--- src/logic/mdl_pkg.sv ---
// Purpose: Shared constants for the modem DTE control-line block
// Assumes: 40 MHz clock, all pins active low
// Notes:   Option encodings are local to this block
package mdl_pkg;
  localparam int unsigned CLK_HZ           = 40_000_000;
  localparam int unsigned DTR_FILTER_MS    = 10;
  // Longest filter time, rounded down
  localparam int unsigned DTR_FILTER_CYC   = (CLK_HZ / 1000) * DTR_FILTER_MS;
  localparam int unsigned SYNC_STAGES      = 2;
  // Clear-to-send option encodings
  localparam logic [1:0]  CTS_FOLLOW_RTS   = 2'h0;
  localparam logic [1:0]  CTS_FORCED_ON    = 2'h1;
  localparam logic [1:0]  CTS_FOLLOW_CARR  = 2'h2;
  // Terminal-ready option encodings
  localparam logic [1:0]  DTR_IGNORE       = 2'h0;
  localparam logic [1:0]  DTR_TO_COMMAND   = 2'h1;
  localparam logic [1:0]  DTR_HANGUP       = 2'h2;
  localparam logic [1:0]  DTR_RESET        = 2'h3;
  // Values taken after reset
  localparam logic [1:0]  CTS_OPT_RST      = CTS_FOLLOW_RTS;
  localparam logic        DSR_TRACK_RST    = 1'b0;
  localparam logic        DCD_FORCE_RST    = 1'b0;
  localparam logic [1:0]  DTR_OPT_RST      = DTR_HANGUP;
  localparam logic        ASYNC_RST        = 1'b1;
  localparam logic [7:0]  RING_COUNT_RST   = 8'h00;
endpackage : mdl_pkg
--- src/logic/mdl_dte_lines.sv ---
// Purpose: Modem-side DTE serial data and handshake line control
// Assumes: One 40 MHz clock; option bits come from the command layer
// Notes:   All pin signals are active low; ON is a low level
`timescale 1ns/100ps
module mdl_dte_lines #(
  parameter int unsigned DTR_FILTER_CYC = mdl_pkg::DTR_FILTER_CYC
) (
  // Clock and reset
  input  wire logic       clk_i,
  input  wire logic       nrst_i,
  // DTE pins, active low
  input  wire logic       req_send_n_pin_i,
  input  wire logic       tx_serial_n_pin_i,
  input  wire logic       term_ready_n_pin_i,
  output logic            rx_serial_n_pin_o,
  output logic            clear_send_n_pin_o,
  output logic            ring_ind_n_pin_o,
  output logic            set_ready_n_pin_o,
  output logic            carrier_det_n_pin_o,
  // Options; all but half duplex and test mode select are stored at reset
  input  wire logic [1:0] clear_send_option_i,
  input  wire logic       set_ready_tracks_connection_i,
  input  wire logic       carrier_forced_on_i,
  input  wire logic [1:0] term_ready_option_i,
  input  wire logic       async_mode_option_i,
  input  wire logic       half_duplex_i,
  input  wire logic [7:0] ring_count_i,
  input  wire logic       test_mode_select_i,
  // Line side status
  input  wire logic       ring_on_i,
  input  wire logic       carrier_i,
  input  wire logic       carrier_sent_i,
  input  wire logic       connected_i,
  input  wire logic       answer_mode_i,
  input  wire logic       line_rx_bit_i,
  input  wire logic       resp_active_i,
  input  wire logic       resp_bit_i,
  // Line side control
  output logic            tx_enable_o,
  output logic            tx_line_bit_o,
  output logic            dte_accept_o,
  output logic            off_hook_o,
  output logic            handshake_start_o,
  output logic            disconnect_o,
  output logic            command_mode_o,
  output logic            auto_answer_en_o
);
  typedef enum {ST_IDLE, ST_HANDSHAKE, ST_DATA, ST_DISC} mdl_state_t;

  mdl_state_t state_q, state_d;
  logic [1:0] cts_opt_q, cts_opt_d, dtr_opt_q, dtr_opt_d;
  logic       dsr_trk_q, dsr_trk_d, dcd_frc_q, dcd_frc_d, async_q, async_d;
  logic [7:0] rcnt_q, rcnt_d, rings_q, rings_d;
  logic       opt_load_q, opt_load_d;
  logic       rts_m_q, rts_s_q, txd_m_q, txd_s_q;
  logic       dtr_on, dtr_prev_q, dtr_fall, ring_prev_q, ring_rise;
  logic       dsr_on, cts_on, dsr_d, dsr_q, cts_q, dcd_q, ri_q, rxd_q, txb_q;
  logic       txen_d, txen_q, acc_d, acc_q, hook_d, hook_q;
  logic       hs_d, hs_q, disc_d, disc_q, cmd_d, cmd_q;
  logic       term_ready_n_f, in_call;

  // Ten-millisecond debounce also synchronises the pin
  mdl_filter #(
    .STABLE_CYC (DTR_FILTER_CYC),
    .RST_VAL    (1'b1)
  ) u_dtr_filter (
    .clk_i   (clk_i),
    .nrst_i  (nrst_i),
    .raw_i   (term_ready_n_pin_i),
    .level_o (term_ready_n_f)
  );

  assign dtr_on    = !term_ready_n_f;
  assign dtr_fall  = dtr_prev_q && !dtr_on;
  assign ring_rise = ring_on_i && !ring_prev_q;
  // A late terminal-ready edge must not stretch the disconnect pulse
  assign in_call   = state_q == ST_HANDSHAKE || state_q == ST_DATA;

  // Options captured once after reset release, then held
  always_comb begin
    opt_load_d = 1'b0;
    cts_opt_d  = cts_opt_q;
    dtr_opt_d  = dtr_opt_q;
    dsr_trk_d  = dsr_trk_q;
    dcd_frc_d  = dcd_frc_q;
    async_d    = async_q;
    rcnt_d     = rcnt_q;
    if (opt_load_q) begin
      cts_opt_d = clear_send_option_i;
      dtr_opt_d = term_ready_option_i;
      dsr_trk_d = set_ready_tracks_connection_i;
      dcd_frc_d = carrier_forced_on_i;
      async_d   = async_mode_option_i;
      rcnt_d    = ring_count_i;
    end
  end

  always_ff @(posedge clk_i or negedge nrst_i) begin
    if (!nrst_i) begin
      opt_load_q <= 1'b1;
      cts_opt_q  <= mdl_pkg::CTS_OPT_RST;
      dtr_opt_q  <= mdl_pkg::DTR_OPT_RST;
      dsr_trk_q  <= mdl_pkg::DSR_TRACK_RST;
      dcd_frc_q  <= mdl_pkg::DCD_FORCE_RST;
      async_q    <= mdl_pkg::ASYNC_RST;
      rcnt_q     <= mdl_pkg::RING_COUNT_RST;
    end else begin
      opt_load_q <= opt_load_d;
      cts_opt_q  <= cts_opt_d;
      dtr_opt_q  <= dtr_opt_d;
      dsr_trk_q  <= dsr_trk_d;
      dcd_frc_q  <= dcd_frc_d;
      async_q    <= async_d;
      rcnt_q     <= rcnt_d;
    end
  end

  // Connection state machine
  always_comb begin
    state_d = state_q;
    rings_d = rings_q;
    hook_d  = hook_q;
    hs_d    = 1'b0;
    disc_d  = 1'b0;
    cmd_d   = cmd_q;
    case (state_q)
      ST_IDLE: begin
        hook_d = 1'b0;
        if (!ring_on_i && !dtr_on) begin
          rings_d = 8'h00;
        end
        if (ring_rise && dtr_on && rcnt_q != 8'h00) begin
          rings_d = rings_q + 8'h01;
          if (rings_q + 8'h01 >= rcnt_q) begin
            state_d = ST_HANDSHAKE;
            hook_d  = 1'b1;
            hs_d    = 1'b1;
          end
        end
      end
      ST_HANDSHAKE: begin
        if (connected_i) begin
          state_d = ST_DATA;
          cmd_d   = 1'b0;
        end
      end
      ST_DATA: begin
        if (!connected_i) begin
          state_d = ST_DISC;
        end
      end
      ST_DISC: begin
        hook_d  = 1'b0;
        disc_d  = 1'b1;
        rings_d = 8'h00;
        state_d = ST_IDLE;
      end
      default: begin
        state_d = ST_IDLE;
      end
    endcase
    // Terminal-ready on keeps the call; off acts per option in async mode, always hangs up otherwise
    if (dtr_fall && async_q && in_call) begin
      case (dtr_opt_q)
        mdl_pkg::DTR_IGNORE:     cmd_d = cmd_q;
        mdl_pkg::DTR_TO_COMMAND: cmd_d = 1'b1;
        mdl_pkg::DTR_HANGUP:     state_d = ST_DISC;
        mdl_pkg::DTR_RESET:      state_d = ST_DISC;
        default:                 state_d = ST_DISC;
      endcase
    end
    if (dtr_fall && !async_q && in_call) begin
      state_d = ST_DISC;
    end
  end

  // Handshake outputs
  always_comb begin
    // Tracking mode: on once carrier (sent, when answering) is up in a call, off in test, idle, disconnect or without terminal-ready
    if (async_q && !dsr_trk_q) begin
      dsr_d = 1'b1;
    end else if (dsr_trk_q) begin
      if (test_mode_select_i || !dtr_on) begin
        dsr_d = 1'b0;
      end else if (state_q == ST_IDLE || state_q == ST_DISC) begin
        dsr_d = 1'b0;
      end else if (dsr_q) begin
        dsr_d = 1'b1;
      end else begin
        dsr_d = answer_mode_i ? carrier_sent_i : carrier_i;
      end
    end else begin
      dsr_d = 1'b1;
    end
  end

  assign dsr_on = dsr_q;

  always_comb begin
    case (cts_opt_q)
      mdl_pkg::CTS_FORCED_ON:   cts_on = 1'b1;
      mdl_pkg::CTS_FOLLOW_CARR: cts_on = dtr_on && rts_s_q && carrier_i && connected_i;
      default:                  cts_on = dtr_on && rts_s_q && connected_i;
    endcase
  end

  always_comb begin
    // Forced strap accepts data even with request-to-send off
    acc_d  = cts_q && (rts_s_q || cts_opt_q == mdl_pkg::CTS_FORCED_ON);
    // Transmit needs every handshake on; half duplex direction from RTS
    txen_d = acc_d && rts_s_q && dsr_on && dtr_on && state_q == ST_DATA;
    if (half_duplex_i && !rts_s_q) begin
      txen_d = 1'b0;
    end
  end

  always_ff @(posedge clk_i or negedge nrst_i) begin
    if (!nrst_i) begin
      state_q     <= ST_IDLE;
      rings_q     <= 8'h00;
      hook_q      <= 1'b0;
      hs_q        <= 1'b0;
      disc_q      <= 1'b0;
      cmd_q       <= 1'b1;
      rts_m_q     <= 1'b0;
      rts_s_q     <= 1'b0;
      txd_m_q     <= 1'b0;
      txd_s_q     <= 1'b0;
      dtr_prev_q  <= 1'b0;
      ring_prev_q <= 1'b0;
      dsr_q       <= 1'b0;
      cts_q       <= 1'b0;
      dcd_q       <= 1'b0;
      ri_q        <= 1'b0;
      rxd_q       <= 1'b0;
      txb_q       <= 1'b0;
      txen_q      <= 1'b0;
      acc_q       <= 1'b0;
    end else begin
      state_q     <= state_d;
      rings_q     <= rings_d;
      hook_q      <= hook_d;
      hs_q        <= hs_d;
      disc_q      <= disc_d;
      cmd_q       <= cmd_d;
      // Pins inverted to ON-high internally, then two-stage synchronised
      rts_m_q     <= !req_send_n_pin_i;
      rts_s_q     <= rts_m_q;
      txd_m_q     <= !tx_serial_n_pin_i;
      txd_s_q     <= txd_m_q;
      dtr_prev_q  <= dtr_on;
      ring_prev_q <= ring_on_i;
      dsr_q       <= dsr_d;
      cts_q       <= cts_on;
      dcd_q       <= dcd_frc_q || carrier_i;
      ri_q        <= ring_on_i;
      // Responses win the receive line over line data
      rxd_q       <= resp_active_i ? resp_bit_i : line_rx_bit_i;
      txb_q       <= txd_s_q;
      txen_q      <= txen_d;
      acc_q       <= acc_d;
    end
  end

  // Pins driven low for ON
  assign rx_serial_n_pin_o   = !rxd_q;
  assign clear_send_n_pin_o  = !cts_q;
  assign ring_ind_n_pin_o    = !ri_q;
  assign set_ready_n_pin_o   = !dsr_q;
  assign carrier_det_n_pin_o = !dcd_q;
  assign tx_enable_o         = txen_q;
  // Idle mark when not enabled
  assign tx_line_bit_o       = txen_q ? txb_q : 1'b1;
  assign dte_accept_o        = acc_q;
  assign off_hook_o          = hook_q;
  assign handshake_start_o   = hs_q;
  assign disconnect_o        = disc_q;
  assign command_mode_o      = cmd_q;
  assign auto_answer_en_o    = dtr_on && rcnt_q != 8'h00;
endmodule // mdl_dte_lines

--- src/logic/mdl_filter.sv ---
// Purpose: Synchronise and debounce one active-low level input
// Assumes: Input may be asynchronous to clk_i
// Notes:   Output changes only after the level has held for STABLE_CYC cycles
`timescale 1ns/100ps
module mdl_filter #(
  parameter int unsigned STABLE_CYC = 400_000,
  parameter logic        RST_VAL    = 1'b1
) (
  // Clock and reset
  input  wire logic clk_i,
  input  wire logic nrst_i,
  // Level
  input  wire logic raw_i,
  output logic      level_o
);
  localparam int unsigned CW = $clog2(STABLE_CYC + 1);

  logic          meta_q, sync_q, level_q;
  logic          meta_d, sync_d, level_d;
  logic [CW-1:0] cnt_q, cnt_d;

  always_comb begin
    meta_d  = raw_i;
    sync_d  = meta_q;
    level_d = level_q;
    cnt_d   = cnt_q;
    if (sync_q == level_q) begin
      cnt_d = '0;
    end else if (cnt_q >= CW'(STABLE_CYC - 1)) begin
      level_d = sync_q;
      cnt_d   = '0;
    end else begin
      cnt_d = cnt_q + CW'(1);
    end
  end

  always_ff @(posedge clk_i or negedge nrst_i) begin
    if (!nrst_i) begin
      meta_q  <= RST_VAL;
      sync_q  <= RST_VAL;
      level_q <= RST_VAL;
      cnt_q   <= '0;
    end else begin
      meta_q  <= meta_d;
      sync_q  <= sync_d;
      level_q <= level_d;
      cnt_q   <= cnt_d;
    end
  end

  assign level_o = level_q;
endmodule // mdl_filter

--- config.mk ---
export PLATFORM = sky130hd
export DESIGN_NAME = mdl_dte_lines
export DESIGN_NICKNAME = d
export VERILOG_FILES = /design/src/logic/mdl_pkg.sv /design/src/logic/mdl_dte_lines.sv /design/src/logic/mdl_filter.sv
export SDC_FILE = /design/constraint.sdc
export NUM_CORES = 1
export LEC_CHECK = 0
export BUFFER_PORTS_ARGS = -buffer_cell sky130_fd_sc_hd__buf_4
export CAP_MARGIN = 20
export CORE_MARGIN = 2
export CORE_UTILIZATION = 50
export DETAILED_ROUTE_END_ITERATION = 10
export HOLD_SLACK_MARGIN = 0.03
export PLACE_DENSITY = 0.7
export SYNTH_ARGS = -nofsm -noshare
export SYNTH_HDL_FRONTEND = slang
export SYNTH_SLANG_ARGS = --single-unit
--- constraint.sdc ---
create_clock -name clk_i -period 5 [get_ports clk_i]
set_clock_uncertainty 0.1 [all_clocks]
set_input_delay 0 -clock clk_i [delete_from_list [all_inputs] [get_ports clk_i]]
set_output_delay 0 -clock clk_i [all_outputs]
set_load 0.03 [all_outputs]
# Word-level counts from Yosys, hierarchy flattened

Index checks and enable logic that the tools add are counted.

Flip-flop bits (word level): 95
Latch bits: 0
Memory bits (writable): 0
ROM bits: 0
Input bits: 30
Memories kept: 0

Add/sub/neg operators: 2
Multiply operators: 0
Divide/modulo/power cells: 0
$lt $le $gt $ge: 2
Equality and inequality tests: 14
Shift operators: 0
Muxes and demuxes: 32
Bitwise gates (word level): 1
Reductions and logical operators: 46

Operators with widths:

| cell                                                             | count |
|---|---|
| 32-bit two-way mux                                               | 7 |
| 32-bit by 2-bit == test with 1-bit output, second input constant | 3 |
| 32-bit case mux with 3 select lines                              | 1 |
| 32-bit by 3-bit == test with 1-bit output, second input constant | 2 |
| 32-bit logical NOT                                               | 2 |
| 19-bit two-way mux                                               | 2 |
| 32-bit by 1-bit == test with 1-bit output, second input constant | 1 |
| 1-bit logical AND                                                | 21 |
| 19-bit by 1-bit adder with 19-bit output, second input constant  | 1 |
| 19-bit >= comparator, second input constant                      | 1 |
| 1-bit two-way mux                                                | 16 |
| 8-bit two-way mux                                                | 2 |
| 8-bit case mux with 2 select lines                               | 1 |
| 1-bit logical NOT                                                | 12 |
| 8-bit by 1-bit adder with 8-bit output, second input constant    | 1 |
| 8-bit >= comparator                                              | 1 |
| 8-bit nonzero test                                               | 1 |
| 2-bit == test, second input constant                             | 3 |
| 1-bit case mux with 2 select lines                               | 3 |
| 1-bit logical OR                                                 | 5 |
| 2-bit by 1-bit == test with 1-bit output, second input constant  | 2 |
| 2-bit AND reduction                                              | 2 |
| 3-bit != test, second input constant                             | 1 |
| 2-bit logical NOT                                                | 1 |
| 5 further kinds                                                  | 5 |

# Logic depth before layout (Yosys ltp)

Gate-level depths: netlist of run 1.

Depth after elaboration: 9
Gate-level depth with buffers: 10
Gate-level depth less buffers: 10

# Modules after synthesis

Synthesis of run 1 repeated with hierarchy kept, for this count alone.

Cells, all modules: 331
Area, all modules: 3878.7 um^2

By module, submodules not included:

| module        | times used | cells an instance | area each (um^2) | sequential area each (um^2) |
|---|---|---|---|---|
| mdl_dte_lines | 1          | 219               | 2795.2           | 1831.8 |
| mdl_filter    | 1          | 112               | 1083.5           | 554.3 |

# Worst setup path before layout of run 1

OpenSTA, ideal clock, no wires.

Path kind: flip-flop to flip-flop
Start: reg rings_q[0]
End: reg state_q[0]
Setup time: 0.076 ns
Arrival time: 1.925 ns
Data required time: 4.824 ns
Setup slack: 2.899 ns
Stages on the path, launching flop included: 11
Buffers on the path: 0
Clock period less this slack: 2.101 ns
Cell sequence: dfrtp_1 -> and3_2 -> and3_2 -> and3_1 -> xor2_1 -> ha_1 -> nand3_1 -> a21oi_1 -> o21ai_0 -> a21o_1 -> o21ai_1

Cells in the longest elaborated chain, start to end: 8

RTL lines:

| element                                    | line                 | text |
|---|---|---|
| start: declaration                         | mdl_dte_lines.sv:53  | `logic [7:0] rcnt_q, rcnt_d, rings_q, rings_d;` |
| start signal: assignment                   | mdl_dte_lines.sv:241 | `rings_q <= rings_d;` |
| 8-bit by 1-bit adder with 8-bit output (*) | mdl_dte_lines.sv:134 | `if (rings_q + 8'h01 >= rcnt_q) begin` |
| 8-bit >= comparator (*)                    | mdl_dte_lines.sv:134 |  |
| 32-bit two-way mux (*)                     | mdl_dte_lines.sv:134 |  |
| 32-bit two-way mux (*)                     | mdl_dte_lines.sv:132 | `if (ring_rise && dtr_on && rcnt_q != 8'h00) begin` |
| 32-bit case mux with 3 select lines (*)    | mdl_dte_lines.sv:126 | `case (state_q)` |
| 32-bit two-way mux                         | mdl_dte_lines.sv:164 | `case (dtr_opt_q)` |
| 32-bit two-way mux (*)                     | mdl_dte_lines.sv:163 | `if (dtr_fall && async_q && in_call) begin` |
| 32-bit two-way mux (*)                     | mdl_dte_lines.sv:172 | `if (dtr_fall && !async_q && in_call) begin` |
| named net state_d[0]                       | mdl_dte_lines.sv:50  | `mdl_state_t state_q, state_d;` |
| end signal: assignment                     | mdl_dte_lines.sv:240 | `state_q <= state_d;` |
| end: declaration                           | mdl_dte_lines.sv:50  |  |

The timed path passes the listed nets; every way through them passes the cells marked *.
A chain may end at the register's enable or synchronous reset.

# Worst setup path after layout of run 1

Start: reg state_q[8]
End: reg dsr_q (netlist: dsr_on)

Cells in the longest elaborated chain, start to end: 6

RTL lines:

| element                                                                         | line                 | text |
|---|---|---|
| 32-bit by 3-bit == test with 1-bit output or 32-bit logical NOT (tied branches) | mdl_dte_lines.sv:185 | `end else if (state_q == ST_IDLE \|\| state_q == ST_DISC) begin` |
| 1-bit logical OR (*)                                                            | mdl_dte_lines.sv:185 |  |
| 1-bit two-way mux (*)                                                           | mdl_dte_lines.sv:185 |  |
| 1-bit two-way mux (*)                                                           | mdl_dte_lines.sv:183 | `if (test_mode_select_i \|\| !dtr_on) begin` |
| 1-bit two-way mux (*)                                                           | mdl_dte_lines.sv:182 | `end else if (dsr_trk_q) begin` |
| 1-bit two-way mux (*)                                                           | mdl_dte_lines.sv:180 | `if (async_q && !dsr_trk_q) begin` |
| named net dsr_d                                                                 | mdl_dte_lines.sv:57  | `logic dsr_on, cts_on, dsr_d, dsr_q, cts_q, dcd_q, ri_q, rxd_q, txb_q;` |
| end signal: assignment                                                          | mdl_dte_lines.sv:253 | `dsr_q <= dsr_d;` |
| end: declaration                                                                | mdl_dte_lines.sv:57  |  |

Marked as above.

==> key figures, run 1 <==
Clock network
  • CTS Buf Count: 9
  • Root Driver: clkbuf_8
  • TritonCTS clock tree: built
  • H-tree level count: 3
  • Clk_lat worst skew: 0.36 ns
  • Clk slew on worst S/H paths: 0.10 ns
  • CTS sink count: 95
  • Bufs on Longest Clock Path: 2

Synth
  • Register area share after synthesis: 0.6327
  • Area share of fa/ha/maj cells after synthesis: 0.03318
  • Synth unique cells: 37
  • Synth Register Bits: 95
  • Syn. warnings: 0
  • Async set or reset register ratio after synthesis: 1.000
  • Proportion of synthesized area in mux cells: 0.02687
  • Post-synth top area share: 0.5839
  • Complex-gate fraction of the synthesized area: 0.06768
  • Avg Cell Area, Syn: 11.57 sq um
  • Synth top area cells: dfrtp_1, dfstp_2, nor2_1
  • EDFF count, synth: 0
  • Synthesized area: 0.003771 sq mm
  • Most common flop cell mapped by yosys: dfrtp_1
  • Largest family of logic cells by synthesized area: simple AND/OR/NAND/NOR gates
  • Xor and xnor area share after synthesis: 0.05806
  • Post-Synth Simple-Gate Area: 0.1530
  • Post-synth top area cell: dfrtp_1
  • Cells after Synth: 326

Placed design
  • Gpl congestion: 0.8242
  • DP Area: 0.004297 sq mm
  • I/O Buffers: 41
  • Post-DP HPWL: 4726 microns

Floorplan
  • Chip height: 90.85 microns
  • Core box area: 0.007292 sq mm
  • Die extent in x: 90.85 microns
  • Initial core utilization: 0.5172
  • Die area: 0.008253 sq mm
  • # IOs: 43
  • # rows: 31

Run
  • Max Cap Violations: 0

STA
  • Part of the cycle the worst path needs: 0.4716
  • Final Hold Viols: 0
  • Tmin final: 2.358 ns
  • Worst slew pin tran: 0.8087 ns
  • RSZ-0062 raised after global routing: false
  • Sum Neg Setup Slack: 0 ns
  • Setup-failing EPs final: 0
  • Max Slew Vio Count: 0
  • Slew margin rel.: 0.4591
  • Fmax: 0.4241 GHz

Power
  • Clock network power share: 0.338
  • Sw frac: 0.2550
  • Worst IR Drop VDD: 0.1705 mV
  • Comb power frac: 0.079
  • Flop pwr share: 0.583
  • P_leak: 2.239 nW
  • NetSw: 359.1 uW
  • Internal Power: 1.049 mW
  • PwrDens: 295.8 mW/mm^2
  • Final Power: 1.408 mW

Drt
  • Drt wl/cell: 13.05 microns
  • DRC Markers: 0
  • Via count: 2596
  • Post-DR vias/cell: 4.843
  • Routed Antenna Nets: 0
  • Starting DRC count in detailed routing: 119
  • Drt total wl: 6997 microns
  • Pre-antenna DRT Iters: 4

Cells and area
  • Fin area: 0.004761 sq mm
  • Final Net Count: 472
  • Multi-input gate area: 0.001394 sq mm
  • Layout cells sized above 1: 0.1854
  • Fillers: 588
  • Register area: 0.002386 sq mm
  • Area growth syn-to-layout: 26.24%
  • Most frequent cells in the layout: dfrtp_1, buf_4, nor2_1
  • # diodes: 0
  • Commonest non-fill, non-tap cell in the layout: dfrtp_1

Critical path
  • Slowest CP cell: dlygate4sd3_1
  • Nature of the critical path endpoint: register
  • Crit path largest cell delay: 0.55 ns
  • Critical path buffers and inverters: 1
  • Crit path arrival time: 2.51 ns
  • CP Max Fanout: 8
  • CP required: 5.15 ns
  • Startpoint Class: register
  • Crit path cell chain: nor4_1 > nand4_1 > or2_2 > nor2_1 > o41ai_1 > dlygate4sd3_1
  • Family with the most delay on the worst path: simple AND/OR/NAND/NOR gates
  • Critical path type: reg2reg

Global route
  • Largest net degree at the start of global routing: 65
  • Vias in the first global route: 2704
  • GRT Residual Overflow: 0
  • Antenna violations before repair: 0
  • Global-route wire length before repair: 12620 microns
  • GRT Total Usage: 0.1932

Min path
  • Worst hold path class: in2reg

Outcome
  • Status: finished, final reports clean
[registers in the layout, indices dropped and copies added (netlist names), 2 cells and up]
| register | cells |
|---|---|
| state_q | 32 |
| u_dtr_filter.cnt_q | 19 |
| rcnt_q | 8 |
| rings_q | 8 |
| cts_opt_q | 2 |
| dtr_opt_q | 2 |
[cell usage after synthesis (all sizes together), types with 9 or more instances]
cell type / n
dfrtp: 88
ha: 10
inv: 20
mux2: 9
nand2: 26
nand3: 11
nor2: 40
nor4: 11
o21ai: 21
xnor2: 11
xor2: 14
[repair_timing]
item                                    CTS  global route
endpoints found under the hold margin    59             0
hold buffers                             28             0
buffers inserted                          0             0
resized for setup                         0             0
endpoints found under the setup margin    0             0
[routing by layer]
layer,track usage,routed length (microns),vias up
met4,0.06187,94,0
li1,-,-,1294
met1,0.2668,3205,1251
met5,0,0,-
met3,0.05008,218,9
met2,0.3022,3480,42
[logic make-up after synthesis]
group | Yosys count
AND/OR/NAND/NOR | 120
flip-flops | 95
AO/OA/AOI/OAI | 41
XOR/XNOR | 25
buffers and inverters | 25
adder cells (fa/ha/maj) | 10
multiplexers | 9
other | 1
[worst paths after layout]
kind                                    startpoint                  end  slack (ns)  depth (start not counted)
worst min-delay path            term_ready_n_pin_i  u_dtr_filter.meta_q        0.21                          2
worst max-delay path                    state_q[8]               dsr_on        2.64                          6
min in group asynchronous                   nrst_i           rings_q[3]        0.48                          3
worst max register to register          state_q[8]               dsr_on        2.64                          6
max in group asynchronous                   nrst_i         disconnect_o        2.88                          4
worst min register to register             rts_m_q              rts_s_q        0.26                          0
[power by group through the flow]
stage	combinational, mW	clock [mW]	sequential [mW]
2_1_floorplan	0.0457	0	0.831
6_report	0.112	0.475	0.821
5_1_grt	0.128	0.522	0.826
3_3_place_gp	0.0920	0	0.835
3_5_place_dp	0.0936	0	0.837
4_1_cts	0.113	0.488	0.822
[layout make-up]
cell class / instances / area share
sequential: 95 / 0.5012
clock buffer: 9 / 0.02602
clock inverter: 7 / 0.01261
tap: 99 / 0.02602
multi-input combinational: 236 / 0.2928
timing repair buffer: 70 / 0.1251
inverter: 20 / 0.01629
[through the flow]
stage / setup WS, ns / instances / util / hold slack (ns)
floorplan: 2.899 / 356 / - / -0.3956
global placement: 2.724 / 492 / 0.5892 / -0.1396
global route: 2.449 / 536 / 0.6529 / 0.2030
finish: 2.642 / 536 / 0.6529 / 0.2052
detailed placement: 2.694 / 492 / 0.5892 / -0.1403
CTS: 2.585 / 536 / 0.6529 / 0.2028
No activity file was read; power rests on OpenSTA's default activity.
==> inputs of run 2 (changes only) <==
--- a/config.mk
+++ b/config.mk
@@ -11,7 +11,7 @@
 export CORE_UTILIZATION = 50
 export DETAILED_ROUTE_END_ITERATION = 10
 export HOLD_SLACK_MARGIN = 0.03
-export PLACE_DENSITY = 0.7
+export PLACE_DENSITY = 0.73
 export SYNTH_ARGS = -nofsm -noshare
 export SYNTH_HDL_FRONTEND = slang
 export SYNTH_SLANG_ARGS = --single-unit
==> constraint.sdc (replaced) <==
create_clock -name clk_i -period 1.9 [get_ports clk_i]
set_clock_uncertainty 0.1 [all_clocks]
set_input_delay 0 -clock clk_i [delete_from_list [all_inputs] [get_ports clk_i]]
set_output_delay 0 -clock clk_i [all_outputs]
set_load 0.03 [all_outputs]
==> run 2 against run 1 <==
Net effect: the flow now finishes with violations (negative setup slack); clock power rose to 2.9 times the previous value; sequential power rose to 2.6 times the previous value; power rose to 2.7 times the previous value; fmax up 12%; register-to-register slack worse by 2.8 ns; critical path type unchanged; sequential share of layout area down 3.6 points; wire length up 11%; global-route usage up 0.95 points; non-clock buffer count up 31; count of clock-buffer cells in the layout unchanged.
==> key figures, run 2 (synthesis gave the netlist of run 1 again) <==
Drt
  • Post-DR vias/cell: 4.871 (+0.58%)
  • Drt total wl: 7787 microns (+11%)
  • Pre-antenna DRT Iters: 4 (unchanged)
  • Via count: 2762 (+6.4%)
  • Routed Antenna Nets: 0 (unchanged)
  • Starting DRC count in detailed routing: 175 (+47%)
  • Drt wl/cell: 13.73 microns (+5.2%)
  • DRC Markers: 0 (unchanged)

Critical path
  • Startpoint Class: register
  • Crit path cell chain: and3_4 > and3_4 > and3_4 > xor2_2 > ha_1 > nand3_1 > a21oi_1 > o21ai_1 > a21o_1 > o21ai_1
  • Crit path largest cell delay: 0.43 ns (-0.12 ns)
  • Most frequent CP cell: and3_4
  • Critical path buffers and inverters: 0 (-1)
  • Nature of the critical path endpoint: register
  • CP Max Fanout: 4 (-4)
  • CP required: 2.10 ns (-3.05 ns)
  • Critical path type: reg2reg
  • Crit path arrival time: 2.30 ns (-0.21 ns)
  • Slowest CP cell: dfrtp_1
  • Family with the most delay on the worst path: simple AND/OR/NAND/NOR gates

Cells and area
  • # diodes: 0 (unchanged)
  • Final Net Count: 503 (+6.6%)
  • Max reg flops: 32 (unchanged)
  • Area growth syn-to-layout: 36.13%
  • Fillers: 529 (-10%)
  • Non-Filler Instances: 567 (+5.8%)
  • Largest reg by FF count: state_q
  • Layout cells sized above 1: 0.2756 (+0.09029)
  • Most frequent cells in the layout: dfrtp_1, buf_4, nor2_1
  • Commonest non-fill, non-tap cell in the layout: dfrtp_1
  • Regs by FF count: state_q: 32 flops, u_dtr_filter.cnt_q: 19 flops

Clock network
  • Clk slew on worst S/H paths: 0.10 ns (about the same)
  • TritonCTS clock tree: built
  • CTS Buf Count: 9 (unchanged)
  • CTS sink count: 95 (unchanged)
  • H-tree level count: 3 (unchanged)
  • Clk_lat worst skew: 0.37 ns (about the same)
  • Bufs on Longest Clock Path: 2 (unchanged)
  • Root Driver: clkbuf_8

Global route
  • Antenna violations before repair: 0 (unchanged)
  • GRT Total Usage: 0.2028 (+0.009518)
  • GRT Residual Overflow: 0 (unchanged)
  • Global-route wire length before repair: 13140 microns (+4.1%)
  • Largest net degree at the start of global routing: 39 (-40%)
  • Vias in the first global route: 2869 (+6.1%)

Floorplan
  • # rows: 31 (unchanged)
  • Chip height: 90.85 microns (unchanged)
  • Initial core utilization: 0.5172 (unchanged)
  • # IOs: 43 (unchanged)
  • Core box area: 0.007292 sq mm (unchanged)
  • Die area: 0.008253 sq mm (unchanged)
  • Die extent in x: 90.85 microns (unchanged)

Placed design
  • I/O Buffers: 41 (unchanged)
  • Post-DP HPWL: 5409 microns (+14%)
  • Placed cells: 518 (+5.3%)
  • DP Worst Slack: -0.2027 ns (-2.897 ns)
  • Gpl congestion: 0.8343 (+1.2%)

STA
  • Final Hold Viols: 0 (unchanged)
  • Setup-failing EPs final: 10 (+10)
  • Tmin final: 2.106 ns (-0.2522 ns)
  • Max Slew Vio Count: 0 (unchanged)
  • Fmax: 0.4749 GHz (+12%)
  • Sum Neg Setup Slack: -0.6429 ns (-0.6429 ns)
  • RSZ-0062 raised after global routing: true
  • Setup ws final: -0.2056 ns (-2.848 ns)
  • Part of the cycle the worst path needs: 1.108 (+0.6367)

Outcome
  • Failing checks: negative setup slack
  • Status: finished with violations

Run
  • Max Cap Violations: 0 (unchanged)

Min path
  • Worst hold path class: in2async

Power
  • P_leak: 2.420 nW (+8.1%)
  • PwrDens: 752.6 mW/mm^2 (+150%)
  • Worst IR Drop VDD: 0.5036 mV (+200%)
## run 2: worst register-to-register path: stages, from the launching register on
cell,delay (ns)
dfrtp_1,0.43
and3_4,0.17
and3_4,0.17
and3_4,0.18
xor2_2,0.15
ha_1,0.32
nand3_1,0.08
a21oi_1,0.10
o21ai_1,0.07
a21o_1,0.19
o21ai_1,0.08
## run 2: metal layers
| metal | routed length [microns] | vias up | global-route usage | part of all wire |
|---|---|---|---|---|
| met5 | 0 | - | 0 | 0 |
| met4 | 147 | 0 | 0.08838 | 0.019 |
| li1 | - | 1353 | - | - |
| met2 | 3822 | 52 | 0.3296 | 0.49 |
| met3 | 232 | 12 | 0.03172 | 0.030 |
| met1 | 3584 | 1345 | 0.2723 | 0.46 |
## run 2: area by class of cell
type | instances | area, sq um | share of cell area
timing repair buffer | 101 | 838.3 | 0.1633
clock inverter | 7 | 80.08 | 0.01560
clock buffer | 9 | 123.9 | 0.02413
sequential | 95 | 2386 | 0.4648
multi-input combinational | 236 | 1504 | 0.2930
inverter | 20 | 77.57 | 0.01511
tap | 99 | 123.9 | 0.02413
## run 2: final timing paths
kind | cells after the start | to | slack (ns) | from
max reg2reg | 10 | state_q[0] | -0.21 | rings_q[0]
min | 2 | dsr_trk_q | 0.03 | nrst_i
min reg2reg | 0 | u_dtr_filter.sync_q | 0.26 | u_dtr_filter.meta_q
max | 10 | state_q[0] | -0.21 | rings_q[0]
min in group clk_i | 2 | u_dtr_filter.meta_q | 0.19 | term_ready_n_pin_i
max in group asynchronous | 3 | dtr_opt_q[1] | 1.03 | nrst_i
## run 2: power breakdown
part / internal, mW / switching, mW / leakage, nW / total (mW)
combinational: 0.161 / 0.165 / 1.15 / 0.326
clock: 0.627 / 0.745 / 0.102 / 1.37
sequential: 2.11 / 0.0518 / 1.17 / 2.17
total: 2.90 / 0.962 / 2.42 / 3.86
## run 2: metrics by stage
stage | area, sq um | hold WS (ns) | util | total power [mW]
global route | 5134 | 0.07597 | 0.7040 | 4.007
detailed placement | 4524 | -0.1049 | 0.6205 | 2.472
finish | 5134 | 0.03408 | 0.7040 | 3.863
global placement | 4524 | -0.1109 | 0.6205 | 2.459
CTS | 5065 | 0.04197 | 0.6946 | 3.878
floorplan | 3904 | -0.3956 | - | 2.308
## run 2: timing repair
item	in CTS	in global routing
hold buffers	27	0
resized for setup	5	15
hold endpoints to repair	119	0
setup endpoints to repair	13	32
setup buffers	5	2
pin swaps	7	15
gates cloned	0	0
==> inputs of run 3 (changes only) <==
--- a/config.mk
+++ b/config.mk
@@ -7,6 +7,7 @@
 export LEC_CHECK = 0
 export BUFFER_PORTS_ARGS = -buffer_cell sky130_fd_sc_hd__buf_4
 export CAP_MARGIN = 20
+export CORE_ASPECT_RATIO = 1.4
 export CORE_MARGIN = 2
 export CORE_UTILIZATION = 50
 export DETAILED_ROUTE_END_ITERATION = 10
==> run 3 against run 2 <==
Net effect: the flow still finishes with violations (negative setup slack); count of clock-buffer cells in the layout did not move; worst setup slack worse by 0.016 ns; sequential power barely moved; first-iteration DRC count decreased by 25%; combinational power hardly changed; register-to-register slack worse by 0.02 ns; critical path depth is 1 lower; sequential share of layout area hardly changed; power rose by 0.22%; clock power about the same; largest cell class unchanged.
==> key figures, run 3 (synthesis gave the netlist of run 1 again) <==
Outcome
  • Failing checks: negative setup slack
  • Status: finished with violations

Global route
  • Antenna violations before repair: 0 (unchanged)
  • Vias in the first global route: 2836 (-1.2%)
  • Largest net degree at the start of global routing: 40 (+2.6%)
  • GRT Residual Overflow: 0 (unchanged)
  • Global-route wire length before repair: 12610 microns (-4.0%)
  • GRT Total Usage: 0.1976 (-0.005128)

Run
  • Max Cap Violations: 0 (unchanged)

Critical path
  • Family with the most delay on the worst path: simple AND/OR/NAND/NOR gates
  • Slowest CP cell: dfrtp_1
  • Crit path arrival time: 2.27 ns (-0.03 ns)
  • Worst R2R Start: rings_q[0]
  • Worst reg2reg path depth: 9 (-1)
  • CP Max Fanout: 3 (-1)
  • R2R setup slack: -0.22 ns (-0.02 ns)
  • Nature of the critical path endpoint: register
  • Critical path type: reg2reg
  • Critical path buffers and inverters: 1 (+1)
  • CP required: 2.05 ns (-0.05 ns)
  • Crit path cell chain: and3_4 > and3_4 > and3_4 > xor2_2 > ha_1 > buf_4 > a21oi_2 > a21o_1 > o21ai_1
  • Crit path largest cell delay: 0.41 ns (-0.02 ns)
  • Most frequent CP cell: and3_4
  • Capturing point of the worst reg2reg path: state_q[0]
  • Startpoint Class: register

Clock network
  • Bufs on Longest Clock Path: 2 (unchanged)
  • H-tree level count: 3 (unchanged)
  • TritonCTS clock tree: built
  • CTS sink count: 95 (unchanged)
  • Clk_lat worst skew: 0.36 ns (about the same)
  • Clk slew on worst S/H paths: 0.09 ns (about the same)
  • Root Driver: clkbuf_8
  • CTS Buf Count: 9 (unchanged)

Drt
  • Post-DR vias/cell: 4.881 (+0.20%)
  • DRC Markers: 0 (unchanged)
  • Pre-antenna DRT Iters: 4 (unchanged)
  • Starting DRC count in detailed routing: 132 (-25%)
  • Via count: 2748 (-0.51%)
  • Routed Antenna Nets: 0 (unchanged)
  • Drt wl/cell: 13.43 microns (-2.2%)
  • Drt total wl: 7561 microns (-2.9%)

Floorplan
  • Chip height: 106.8 microns (+18%)
  • # rows: 37 (+19%)
  • Die area: 0.008263 sq mm (+0.12%)
  • Die extent in x: 77.40 microns (-15%)
  • Initial core utilization: 0.5156 (-0.001592)
  • # IOs: 43 (unchanged)
  • Core box area: 0.007315 sq mm (+0.31%)

Cells and area
  • Non-Filler Instances: 563 (-0.71%)
  • Largest reg by FF count: state_q
  • Most frequent cells in the layout: dfrtp_1, buf_4, nor2_1
  • Fin area: 0.005135 sq mm (about the same)
  • Area growth syn-to-layout: 36.16% (about the same)
  • Regs by FF count: state_q: 32 flops, u_dtr_filter.cnt_q: 19 flops
  • Commonest non-fill, non-tap cell in the layout: dfrtp_1
  • Max reg flops: 32 (unchanged)
  • Layout cells sized above 1: 0.2682 (-0.007401)
  • # diodes: 0 (unchanged)
  • Final Util: 0.7020 (-0.001997)
  • Fillers: 575 (+8.7%)
  • Final Net Count: 501 (-0.40%)

Power
  • PwrDens: 754.1 mW/mm^2 (+0.20%)
  • NetSw: 957.6 uW (-0.43%)
  • Sw frac: 0.2473 (-0.001627)
  • Final Power: 3.872 mW (+0.22%)
  • Internal Power: 2.914 mW (+0.44%)
  • Worst IR Drop VDD: 0.5261 mV (+4.5%)
  • Comb power frac: 0.084 (about the same)
  • Clock network power share: 0.356 (about the same)
  • P_leak: 2.418 nW (about the same)
  • Flop pwr share: 0.559 (-0.002)

STA
  • Setup-failing EPs final: 10 (unchanged)
  • Worst slew pin tran: 0.9132 ns
  • Fmax: 0.4713 GHz (-0.75%)
  • Max Slew Vio Count: 0 (unchanged)
  • Final Hold Viols: 0 (unchanged)
  • Sum Neg Setup Slack: -0.7367 ns (-0.09376 ns)
  • Setup ws final: -0.2216 ns (-0.01597 ns)
  • Tmin final: 2.122 ns (+0.01597 ns)
  • RSZ-0062 raised after global routing: true
  • WHS: 0.09064 ns (+0.05656 ns)
  • Part of the cycle the worst path needs: 1.117 (+0.008404)
  • Slew margin rel.: 0.3892

Min path
  • Worst hold path class: in2async

Placed design
  • Gpl congestion: 0.8417 (+0.89%)
  • DP Area: 0.004499 sq mm (-0.55%)
  • Placed cells: 513 (-0.97%)
  • I/O Buffers: 41 (unchanged)
  • DP Worst Slack: -0.2065 ns (-0.003772 ns)
  • Post-DP HPWL: 5015 microns (-7.3%)
[run 3: changes by cell type in the layout (fill, tap and decap cells not counted), moves of 2 or more]
cell,previous run,this run
nor4_2,3,5
buf_4,73,68
clkinv_4,1,3
o21ai_1,8,6
dlygate4sd3_1,27,29
[run 3: how the worst max path moves through the flow]
stage | slack, ns | startpoint | depth (start not counted) | to
6_report | -0.22 | rings_q[0] | 9 | state_q[0]
4_1_cts | -0.21 | rings_q[0] | 10 | state_q[0]
2_1_floorplan | -0.09 | rings_q[0] | 9 | state_q[0]
3_3_place_gp | -0.11 | rings_q[1] | 10 | state_q[0]
5_1_grt | -0.32 | rings_q[0] | 10 | state_q[0]
3_5_place_dp | -0.21 | rings_q[1] | 10 | state_q[0]
[run 3: final cells by class]
cell class / instances / area (sq um) / area share
multi-input cells: 236 / 1506 / 0.2934
clock inverters: 7 / 87.58 / 0.01706
repair buffers: 99 / 832.0 / 0.1620
clock buffers: 9 / 123.9 / 0.02412
well taps: 97 / 121.4 / 0.02364
flip-flops and latches: 95 / 2386 / 0.4647
inverters: 20 / 77.57 / 0.01511
[run 3: worst min-delay path, cell delays in order]
cell,delay (ns)
dlygate4sd3_1,0.52
buf_4,0.17
buf_12,0.23
[run 3: power by group through the flow]
stage               Sequential, mW  Combinational [mW]  Clock (mW)
finish                        2.17               0.326        1.38
global route                  2.18               0.363        1.50
CTS                           2.17               0.321        1.41
detailed placement            2.20               0.264           0
global placement              2.20               0.257           0
floorplan                     2.19               0.120           0
[run 3: routing by layer]
layer	GRT usage	routed length [microns]	up-vias
li1	-	-	1349
met1	0.2445	3302	1333
met2	0.3329	3817	52
met3	0.04377	233	14
met4	0.08673	207	0
met5	0	0	-
[run 3: what timing repair did]
item	4_1_cts	5_1_grt
endpoints found under the setup margin	14	16
pin swaps	9	16
setup buffers	1	4
endpoints found under the hold margin	114	0
gates resized for setup	8	12
hold buffers	29	0
